## src/verilog/reu_pkg.sv

```systemverilog
// Purpose: Shared constants and types for the reset and interrupt unit.
// Assumes: 32-bit classic Wishbone register bus, one word per register.
// Notes:   Vector addresses are two bytes each, at twice the vector number.
package reu_pkg;

  localparam int          NUM_IRQ_PINS   = 5;
  localparam int          NUM_WKP_PINS   = 8;
  localparam int          NUM_INT_SRC    = 16;
  localparam int          NUM_VEC        = 21;
  localparam int          RST_MIN_CYCLES = 10;

  // Register byte offsets
  localparam logic [7:0]  OFS_EDGE_SEL   = 8'h00;
  localparam logic [7:0]  OFS_IRQ_EN_1   = 8'h04;
  localparam logic [7:0]  OFS_IRQ_EN_2   = 8'h08;
  localparam logic [7:0]  OFS_IRQ_REQ_1  = 8'h0C;
  localparam logic [7:0]  OFS_IRQ_REQ_2  = 8'h10;
  localparam logic [7:0]  OFS_WKP_REQ    = 8'h14;
  localparam logic [7:0]  OFS_CCR        = 8'h18;
  localparam logic [7:0]  OFS_STATUS     = 8'h1C;

  // Field positions
  localparam int          EN1_WKP_BIT    = 5;
  localparam int          CCR_I_BIT      = 7;
  localparam int          STAT_VEC_LSB   = 0;
  localparam int          STAT_FIRST_BIT = 8;
  localparam int          STAT_SERV_BIT  = 9;

  // Reset values
  localparam logic [4:0]  EDGE_SEL_RST   = 5'h00;
  localparam logic [2:0]  EDGE_RSVD_VAL  = 3'h7;
  localparam logic [5:0]  IRQ_EN_1_RST   = 6'h00;
  localparam logic [15:0] IRQ_EN_2_RST   = 16'h0000;
  localparam logic        CCR_I_RST      = 1'b1;

  // Vector numbers
  localparam logic [4:0]  VEC_RESET      = 5'h00;
  localparam logic [4:0]  VEC_IRQ0       = 5'h04;
  localparam logic [4:0]  VEC_WKP        = 5'h09;
  localparam logic [4:0]  VEC_SYNC_SER   = 5'h0A;
  localparam logic [4:0]  VEC_TMR_A      = 5'h0B;
  localparam logic [4:0]  VEC_TMR_B      = 5'h0C;
  localparam logic [4:0]  VEC_TMR_C      = 5'h0D;
  localparam logic [4:0]  VEC_TMR_FL     = 5'h0E;
  localparam logic [4:0]  VEC_TMR_FH     = 5'h0F;
  localparam logic [4:0]  VEC_ASYNC_SER  = 5'h12;
  localparam logic [4:0]  VEC_ADC        = 5'h13;
  localparam logic [4:0]  VEC_DIRECT     = 5'h14;

  // Internal source bit positions
  localparam int          SRC_SYNC_SER   = 0;
  localparam int          SRC_TMR_A      = 1;
  localparam int          SRC_TMR_B      = 2;
  localparam int          SRC_TMR_C_OVF  = 3;
  localparam int          SRC_TMR_C_UDF  = 4;
  localparam int          SRC_FL_CMP     = 5;
  localparam int          SRC_FL_OVF     = 6;
  localparam int          SRC_FH_CMP     = 7;
  localparam int          SRC_FH_OVF     = 8;
  localparam int          SRC_ASER_LO    = 9;
  localparam int          SRC_ASER_HI    = 14;
  localparam int          SRC_ADC        = 15;

  typedef struct packed {
    logic [4:0]  vector;
    logic [15:0] addr;
  } reu_exc_type;

  typedef enum logic [4:0] {
    ST_HALT    = 5'b00001,
    ST_INIT    = 5'b00010,
    ST_FETCH   = 5'b00100,
    ST_RUN     = 5'b01000,
    ST_SERVICE = 5'b10000
  } reu_state_type;

  function automatic logic [15:0] vec_addr(input logic [4:0] vec);
    vec_addr = {10'h000, vec, 1'b0};
  endfunction

endpackage

```

## src/verilog/reu_pin_sync.sv

```systemverilog
// Purpose: Two-stage pin synchroniser with per-bit edge detection.
// Assumes: Pins idle high; rise_sel_i is on the local clock.
// Notes:   Edge pulse lasts one cycle.
`timescale 1ns/1ps
module reu_pin_sync
  import reu_pkg::*;
#(
  parameter int W = 1
)
(
  input  wire logic         clk_i,
  input  wire logic         rst_i,
  input  wire logic [W-1:0] pin_i,
  input  wire logic [W-1:0] rise_sel_i,
  output logic      [W-1:0] level_o,
  output logic      [W-1:0] edge_o
);

  logic [W-1:0] meta;
  logic [W-1:0] sync;
  logic [W-1:0] prev;

  // Chain keeps tracking the pins through reset, so a pin that already
  // sits low when reset ends is not mistaken for a fresh falling edge
  always_ff @(posedge clk_i)
  begin
    meta <= pin_i;
    sync <= meta;
    prev <= sync;
  end

  assign level_o = sync;
  // 1 picks rising, 0 picks falling; nothing is reported during reset
  assign edge_o  = rst_i ? '0 :
                   ((rise_sel_i & sync & ~prev) |
                    (~rise_sel_i & ~sync & prev));

endmodule

```

## src/verilog/reu_prio_enc.sv

```systemverilog
// Purpose: Fixed-priority pick of the lowest pending vector number.
// Assumes: Bit n of pend_i is a request for vector n.
// Notes:   Purely combinational.
`timescale 1ns/1ps
module reu_prio_enc
  import reu_pkg::*;
(
  input  wire logic [NUM_VEC-1:0] pend_i,
  output logic                    valid_o,
  output logic [4:0]              vector_o
);

  always_comb
  begin
    valid_o  = 1'b0;
    vector_o = VEC_RESET;
    // Scan downward so the lowest number wins
    for (int n = NUM_VEC - 1; n >= 0; n--)
    begin
      if (pend_i[n])
      begin
        valid_o  = 1'b1;
        vector_o = 5'(n);
      end
    end
  end

endmodule

```

## src/verilog/reu_exc_unit.sv

```systemverilog
// Purpose: Reset sequencing and interrupt arbitration for a small CPU.
// Assumes: CPU pulses cpu_insn_done_i at every instruction boundary.
// Notes:   Registers on classic Wishbone, 32-bit words, ack one cycle on.
// Contract
// RL1: Interrupts start only at an instruction or exception boundary.
// RL2: Reset outranks all, processing begins as reset is released.
// RL3: Reset pin low halts everything until it returns high.
// RL4: Board holds reset pin low at least ten clocks when running.
// RL5: Reset processing initialises state, peripherals, sets mask bit.
// RL6: After init, program counter loads from reset vector at zero.
// RL7: Right after reset every interrupt is masked for one instruction.
// RL8: Thirteen external and sixteen internal sources are accepted.
// RL9: Simultaneous requests are served highest fixed priority first.
// RL10: Mask bit set still sets flags but blocks acceptance.
// RL11: Each request pin selects rising or falling edge independently.
// RL12: Priority falls with vector number; vector address twice number.
// RL13: Timer C overflow and underflow share vector thirteen.
// RL14: Lower 8-bit timer events share vector fourteen.
// RL15: Upper 8-bit timer events share vector fifteen.
// RL16: Six async serial events share vector eighteen.
// RL17: Edge select bit zero means falling, reset zero; one rising.
// RL18: Per-source enables gate interrupts and clear on reset.
// RL19: Software may only clear flags by writing zero.
// RL20: Masked flags stay pending and are taken once unmasked.
// RL21: Reset pin is synchronised before its release is detected.
//
// The implementer's own choices: the Wishbone register port and the address map.
`timescale 1ns/1ps
module reu_exc_unit
  import reu_pkg::*;
(
  input  wire logic                    clk_i,
  input  wire logic                    rst_i,
  input  wire logic                    reset_n_pin_i,
  input  wire logic [NUM_IRQ_PINS-1:0] irq_n_pin_i,
  input  wire logic [NUM_WKP_PINS-1:0] wakeup_pin_i,
  input  wire logic [NUM_INT_SRC-1:0]  int_evt_i,
  input  wire logic                    sleep_xfer_req_i,
  input  wire logic                    cpu_insn_done_i,
  input  wire logic                    exc_ack_i,
  output logic                         exc_req_o,
  output reu_pkg::reu_exc_type         exc_info_o,
  output logic                         cpu_halt_o,
  output logic                         periph_rst_o,
  output logic                         cpu_imask_o,
  input  wire logic                    wb_cyc_i,
  input  wire logic                    wb_stb_i,
  input  wire logic                    wb_we_i,
  input  wire logic [7:0]              wb_adr_i,
  input  wire logic [3:0]              wb_sel_i,
  input  wire logic [31:0]             wb_dat_i,
  output logic [31:0]                  wb_dat_o,
  output logic                         wb_ack_o
);

  reu_state_type             state;
  reu_state_type             next_state;
  logic                      rst_meta;
  logic                      rst_sync;
  logic                      init_rst;
  logic [4:0]                edge_sel;
  logic [5:0]                irq_en_1;
  logic [15:0]               irq_en_2;
  logic [NUM_IRQ_PINS-1:0]   irq_flag;
  logic [NUM_WKP_PINS-1:0]   wkp_flag;
  logic [NUM_INT_SRC-1:0]    int_flag;
  logic                      ibit;
  logic                      first_mask;
  logic [NUM_IRQ_PINS-1:0]   irq_edge;
  logic [NUM_WKP_PINS-1:0]   wkp_edge;
  logic [NUM_IRQ_PINS-1:0]   irq_level;
  logic [NUM_WKP_PINS-1:0]   wkp_level;
  logic [NUM_VEC-1:0]        pend;
  logic                      arb_valid;
  logic [4:0]                arb_vec;
  logic                      take_irq;
  logic                      bus_req;
  logic                      wr_hit;
  logic [15:0]               wr_mask;
  logic [15:0]               clr_lo;
  logic [31:0]               rd_data;

  // Reset pin passes two flops before the sequencer looks at it
  always_ff @(posedge clk_i)
  begin
    if (rst_i)
    begin
      rst_meta <= 1'b0;
      rst_sync <= 1'b0;
    end
    else
    begin
      rst_meta <= reset_n_pin_i;                   // see RL21
      rst_sync <= rst_meta;                        // see RL21
    end
  end

  // Own registers clear while the unit is halted or initialising
  assign init_rst = rst_i | (state == ST_HALT) | (state == ST_INIT);

  reu_pin_sync #(
    .W(NUM_IRQ_PINS)
  ) u_irq_sync (
    .clk_i      (clk_i),
    .rst_i      (init_rst),
    .pin_i      (irq_n_pin_i),
    .rise_sel_i (edge_sel),                        // see RL11
    .level_o    (irq_level),
    .edge_o     (irq_edge)
  );

  reu_pin_sync #(
    .W(NUM_WKP_PINS)
  ) u_wkp_sync (
    .clk_i      (clk_i),
    .rst_i      (init_rst),
    .pin_i      (wakeup_pin_i),
    .rise_sel_i ({NUM_WKP_PINS{1'b0}}),
    .level_o    (wkp_level),
    .edge_o     (wkp_edge)
  );

  // Pending, enabled requests laid out by vector number
  always_comb
  begin
    pend = '0;
    for (int i = 0; i < NUM_IRQ_PINS; i++)
    begin
      pend[VEC_IRQ0 + 5'(i)] = irq_flag[i] & irq_en_1[i];   // see RL12
    end
    pend[VEC_WKP]       = (|wkp_flag) & irq_en_1[EN1_WKP_BIT];
    pend[VEC_SYNC_SER]  = int_flag[SRC_SYNC_SER] & irq_en_2[SRC_SYNC_SER];
    pend[VEC_TMR_A]     = int_flag[SRC_TMR_A] & irq_en_2[SRC_TMR_A];
    pend[VEC_TMR_B]     = int_flag[SRC_TMR_B] & irq_en_2[SRC_TMR_B];
    pend[VEC_TMR_C]     = |(int_flag[SRC_TMR_C_UDF:SRC_TMR_C_OVF] &
                            irq_en_2[SRC_TMR_C_UDF:SRC_TMR_C_OVF]); // see RL13
    pend[VEC_TMR_FL]    = |(int_flag[SRC_FL_OVF:SRC_FL_CMP] &
                            irq_en_2[SRC_FL_OVF:SRC_FL_CMP]);       // see RL14
    pend[VEC_TMR_FH]    = |(int_flag[SRC_FH_OVF:SRC_FH_CMP] &
                            irq_en_2[SRC_FH_OVF:SRC_FH_CMP]);       // see RL15
    pend[VEC_ASYNC_SER] = |(int_flag[SRC_ASER_HI:SRC_ASER_LO] &
                            irq_en_2[SRC_ASER_HI:SRC_ASER_LO]);     // see RL16
    pend[VEC_ADC]       = int_flag[SRC_ADC] & irq_en_2[SRC_ADC];    // see RL18
    pend[VEC_DIRECT]    = sleep_xfer_req_i;
  end

  reu_prio_enc u_prio (
    .pend_i   (pend),
    .valid_o  (arb_valid),                         // see RL9
    .vector_o (arb_vec)
  );

  // Acceptance only at a boundary, never during a service or first insn
  assign take_irq = (state == ST_RUN) & cpu_insn_done_i & arb_valid &
                    ~ibit & ~first_mask;           // see RL1, see RL10

  always_comb
  begin
    next_state = state;
    case (state)
      ST_HALT:    if (rst_sync) next_state = ST_INIT;     // see RL2
      ST_INIT:    next_state = ST_FETCH;
      ST_FETCH:   if (exc_ack_i) next_state = ST_RUN;
      ST_RUN:     if (take_irq) next_state = ST_SERVICE;
      ST_SERVICE: if (exc_ack_i) next_state = ST_RUN;
      default:    next_state = ST_HALT;
    endcase
    // Pin low overrides every state at once
    if (!rst_sync)
    begin
      next_state = ST_HALT;                        // see RL3
    end
  end

  always_ff @(posedge clk_i)
  begin
    if (rst_i)
    begin
      state <= ST_HALT;
    end
    else
    begin
      state <= next_state;
    end
  end

  // Exception vector presented to the core
  always_ff @(posedge clk_i)
  begin
    if (rst_i || state == ST_INIT)
    begin
      exc_info_o <= '{vector: VEC_RESET,
                      addr:   vec_addr(VEC_RESET)};       // see RL6
    end
    else if (take_irq)
    begin
      exc_info_o <= '{vector: arb_vec,
                      addr:   vec_addr(arb_vec)};         // see RL12
    end
  end

  assign exc_req_o    = (state == ST_FETCH) | (state == ST_SERVICE);
  assign cpu_halt_o   = (state == ST_HALT) | (state == ST_INIT); // see RL3
  assign periph_rst_o = cpu_halt_o;                              // see RL5
  assign cpu_imask_o  = ibit | first_mask;

  // First instruction after reset runs before anything can interrupt it
  always_ff @(posedge clk_i)
  begin
    if (init_rst)
    begin
      first_mask <= 1'b1;                          // see RL7
    end
    else if (state == ST_RUN && cpu_insn_done_i)
    begin
      first_mask <= 1'b0;
    end
  end

  // Bus decode; writes land on the edge that raises ack
  assign bus_req = wb_cyc_i & wb_stb_i & ~wb_ack_o;
  assign wr_hit  = bus_req & wb_we_i;
  assign wr_mask = {{8{wb_sel_i[1]}}, {8{wb_sel_i[0]}}};
  assign clr_lo  = wr_mask & ~wb_dat_i[15:0];

  always_ff @(posedge clk_i)
  begin
    if (init_rst)
    begin
      edge_sel <= EDGE_SEL_RST;                    // see RL17
      irq_en_1 <= IRQ_EN_1_RST;                    // see RL18
      irq_en_2 <= IRQ_EN_2_RST;
    end
    else if (wr_hit)
    begin
      if (wb_adr_i == OFS_EDGE_SEL && wb_sel_i[0])
      begin
        edge_sel <= wb_dat_i[4:0];
      end
      if (wb_adr_i == OFS_IRQ_EN_1 && wb_sel_i[0])
      begin
        irq_en_1 <= wb_dat_i[5:0];
      end
      if (wb_adr_i == OFS_IRQ_EN_2)
      begin
        irq_en_2 <= (irq_en_2 & ~wr_mask) | (wb_dat_i[15:0] & wr_mask);
      end
    end
  end

  // Flags: writing 0 clears, writing 1 does nothing, a new event wins
  always_ff @(posedge clk_i)
  begin
    if (init_rst)
    begin
      irq_flag <= '0;
      wkp_flag <= '0;
      int_flag <= '0;
    end
    else
    begin
      if (wr_hit && wb_adr_i == OFS_IRQ_REQ_1)
      begin
        irq_flag <= (irq_flag & ~clr_lo[4:0]) | irq_edge;     // see RL19
      end
      else
      begin
        irq_flag <= irq_flag | irq_edge;           // see RL10, see RL20
      end
      if (wr_hit && wb_adr_i == OFS_WKP_REQ)
      begin
        wkp_flag <= (wkp_flag & ~clr_lo[7:0]) | wkp_edge;     // see RL19
      end
      else
      begin
        wkp_flag <= wkp_flag | wkp_edge;           // see RL8
      end
      if (wr_hit && wb_adr_i == OFS_IRQ_REQ_2)
      begin
        int_flag <= (int_flag & ~clr_lo) | int_evt_i;         // see RL19
      end
      else
      begin
        int_flag <= int_flag | int_evt_i;          // see RL8
      end
    end
  end

  // Global mask: set by reset and by each accepted interrupt
  always_ff @(posedge clk_i)
  begin
    if (init_rst)
    begin
      ibit <= CCR_I_RST;                           // see RL5
    end
    else if (state == ST_SERVICE && exc_ack_i)
    begin
      ibit <= 1'b1;
    end
    else if (wr_hit && wb_adr_i == OFS_CCR && wb_sel_i[0])
    begin
      ibit <= wb_dat_i[CCR_I_BIT];                 // see RL20
    end
  end

  always_comb
  begin
    rd_data = 32'h0000_0000;
    case (wb_adr_i)
      OFS_EDGE_SEL:  rd_data[7:0]  = {EDGE_RSVD_VAL, edge_sel};
      OFS_IRQ_EN_1:  rd_data[5:0]  = irq_en_1;
      OFS_IRQ_EN_2:  rd_data[15:0] = irq_en_2;
      OFS_IRQ_REQ_1: rd_data[4:0]  = irq_flag;
      OFS_IRQ_REQ_2: rd_data[15:0] = int_flag;
      OFS_WKP_REQ:   rd_data[7:0]  = wkp_flag;
      OFS_CCR:       rd_data[CCR_I_BIT] = ibit;
      OFS_STATUS:
      begin
        rd_data[STAT_VEC_LSB +: 5] = exc_info_o.vector;
        rd_data[STAT_FIRST_BIT]    = first_mask;
        rd_data[STAT_SERV_BIT]     = (state == ST_SERVICE);
        rd_data[23:16]             = wkp_level;
        rd_data[28:24]             = irq_level;
      end
      default:       rd_data = 32'h0000_0000;
    endcase
  end

  // Bus answers even while halted so software never hangs
  always_ff @(posedge clk_i)
  begin
    if (rst_i)
    begin
      wb_ack_o <= 1'b0;
      wb_dat_o <= 32'h0000_0000;
    end
    else
    begin
      wb_ack_o <= bus_req;
      wb_dat_o <= bus_req ? rd_data : 32'h0000_0000;
    end
  end

endmodule

```

## config.mk

```make
export PLATFORM = sky130hd
export DESIGN_NAME = reu_exc_unit
export DESIGN_NICKNAME = d
export VERILOG_FILES = /design/src/verilog/reu_pkg.sv /design/src/verilog/reu_pin_sync.sv /design/src/verilog/reu_prio_enc.sv /design/src/verilog/reu_exc_unit.sv
export SDC_FILE = /design/constraint.sdc
export NUM_CORES = 1
export LEC_CHECK = 0
export BUFFER_PORTS_ARGS = -buffer_cell sky130_fd_sc_hd__buf_2
export CAP_MARGIN = 20
export CORE_UTILIZATION = 53
export CTS_CLUSTER_SIZE = 28
export DETAILED_ROUTE_END_ITERATION = 6
export PLACE_DENSITY_LB_ADDON = 0.2
export SLEW_MARGIN = 10
export SYNTH_ARGS = -nofsm -noshare
export SYNTH_HDL_FRONTEND = slang
export SYNTH_HIERARCHICAL = 1
export SYNTH_SLANG_ARGS = --single-unit
```

## constraint.sdc

```tcl
create_clock -name clk_i -period 2.87 [get_ports clk_i]
set_input_delay 0.574 -clock clk_i [delete_from_list [all_inputs] [get_ports clk_i]]
set_output_delay 0.574 -clock clk_i [all_outputs]
set_load 0.03 [all_outputs]
```

==> summary.txt <==
Yosys
  – Most used DFF post-synth: dfxtp_1
  – Yosys warnings: 6
  – Syn Area/Cell: 9.63 µm²
  – Area contributors post-synth: dfxtp_1 (49%), mux2i_1 (7.2%), nor2_1 (4.9%)
  – Synth unique cells: 63
  – Sequential share of the synthesized area: 0.487
  – Synth area leader: dfxtp_1
  – Synthesized instance count: 593
  – FF+latch count, synth: 139
  – Post-synth EDFFs: 0
  – Mapped cell area: 0.00571 mm²
  – Most common library cells after synthesis: dfxtp_1 (139), nor2_1 (74), a21oi_1 (45)
  – FFs w/ async S/R, synth: 0
  – Synth top area share: 0.487
  – Most frequent cell after synthesis: dfxtp_1

Routing
  – Total number of vias: 4,821
  – DRT iter0 DRCs: 306
  – Routed WL: 14.0 mm
  – Residual DRC: 0
  – Drt pass-1 iters: 7
  – Vias per cell: 5.42
  – WL/cell: 15.8 µm
  – Final ANT Viol Nets: 0

Clock network
  – Setup Fix Bufs, Post-CTS: 0
  – Clock slew seen by the registers of the worst setup and hold paths: 60 ps
  – CTS sink cnt: 139
  – Htree depth: 4
  – Hold buffer count at cts: 0
  – Num CTS Buffers: 17
  – Root buf cell: clkbuf_8
  – # resized after CTS: 0
  – Clock Path Buffers: 2
  – Worst-skew pair later-pin latency: 530 ps
  – TritonCTS clock tree: built

Critical path
  – CP Capture Type: output pin
  – Type of origin of the critical path: flip-flop
  – Crit path max fanout: 9
  – CP Class: reg2out
  – CP required: 2300 ps
  – CP arrival: 1860 ps

STA
  – Clock Skew: 9.15 ps
  – Worst Tran Pin Value: 705 ps
  – Period utilisation layout: 0.849
  – Max-Slew Margin vs Limit: 0.526
  – Final setup fails: 0
  – Final TNS setup: 0 ps
  – Fmax: 410 MHz
  – Final Hold Fails: 0
  – Fin. max-slew vios: 0
  – Final Critical Period: 2440 ps
  – RSZ-0062 raised after global routing: no

Floorplanning
  – IO Count: 140
  – Starting Density: 0.551
  – Die height: 106 µm
  – Total Die Area: 0.0112 mm²
  – Core Box Area: 0.0104 mm²
  – Die Width: 106 µm
  – FP Rows: 37

GRT
  – Vias in the first global route: 4,652
  – Remaining Overflow, GRT: 0
  – First-pass GRT wire length: 22.6 mm
  – Largest net degree at the start of global routing: 21
  – Initial antenna violation count: 0
  – Tot GR Track Use: 0.264

Power
  – Total power: 4.38 mW
  – LEAKAGE: 3.11 nW
  – Peak supply drop: 0.486 mV
  – Cell area power density: 622 mW/mm²

Placement
  – Placed cell count: 856
  – Port Buffer Count: 107
  – DP Area: 0.00645 mm²
  – GPL Wtd Cong: 0.911
  – Dpl hpwl: 10.3 mm

Layout
  – Share of post-route cells with drive strength above 1: 0.227
  – Post-Layout Cell Count: 889
  – Layout area overhead: 23.4%
  – Layout net count: 821
  – Finished Cell Area: 0.00705 mm²

Worst hold path
  – Min-Delay Path Class: in2reg

Outcome
  – Status: finished clean

Flow run
  – Max-cap violations: 0
-- worst max-delay path, cell delays in order, from the launching register on --
cell,delay (ps)
dfxtp_1,420
or3_1,490
nor2_1,200
buf_2,230
-- power breakdown --
| part | internal (mW) | switching [mW] |
|---|---|---|
| Combinational | 0.0803 | 0.136 |
| Clock | 1.30 | 0.875 |
| Sequential | 1.97 | 0.0204 |
| Total | 3.35 | 1.03 |
-- area by class of cell --
| type | count | area (µm²) |
|---|---|---|
| timing repair buffer | 120 | 633 |
| inverter | 29 | 109 |
| clock inverter | 13 | 155 |
| clock buffer | 19 | 442 |
| antenna | 1 | 2.50 |
| tap | 136 | 170 |
| multi-input combinational | 432 | 2750 |
| fill | 821 | 3320 |
| sequential | 139 | 2780 |
-- layout by cell type, fill, tap and decap left out, types with 3 or more instances in the layout --
cell type	count
a22oi_1	17
nor2b_1	7
clkbuf_16	16
and2_1	24
inv_6	4
or3b_1	13
nand4_2	4
nand2_1	9
nand3b_1	13
a21o_1	4
nand3_1	8
nor3b_1	4
clkbuf_8	3
a211oi_1	12
o22a_1	3
nor4_1	10
clkinvlp_4	3
a21oi_1	45
buf_2	107
dfxtp_1	139
buf_4	13
conb_1	51
nor3_1	7
o21ai_0	23
a22o_1	9
clkinv_4	3
inv_1	29
nor2_1	74
mux2i_1	41
nand2b_1	6
nand4_1	5
-- cell families after synthesis --
family,share of synthesized area
multiplexers,0.0758
other,0.000657
flip-flops,0.487
XOR/XNOR,0.00460
buffers and inverters,0.0657
AO/OA/AOI/OAI,0.144
AND/OR/NAND/NOR,0.222
-- metal layers --
metal | routed length, µm | global-route usage | up-vias
met5 | 0 | 0 | -
met2 | 6870 | 0.443 | 207
met3 | 983 | 0.0686 | 25
met4 | 281 | 0.104 | 0
met1 | 5900 | 0.322 | 2260
li1 | - | - | 2329
-- path summary, 6_finish.rpt --
path / start / endpoint / slack [ps] / cells past startpoint
max: state[2] / cpu_halt_o / 430 / 3
min: wakeup_pin_i[0] / u_wkp_sync/meta[0] / 150 / 1
max reg2reg: wkp_flag[4] / exc_info_o[16] / 460 / 9
min reg2reg: u_irq_sync/meta[1] / u_irq_sync/level_o[1] / 330 / 0
-- per-stage QoR --
step	hold WS (ps)	utilization	setup slack, ps
2_1_floorplan	310	-	640
3_3_place_gp	310	0.622	427
3_5_place_dp	312	0.622	390
4_1_cts	129	0.679	414
5_1_grt	118	0.679	286
6_report	145	0.680	434
No activity file was read; power rests on OpenSTA's default activity.
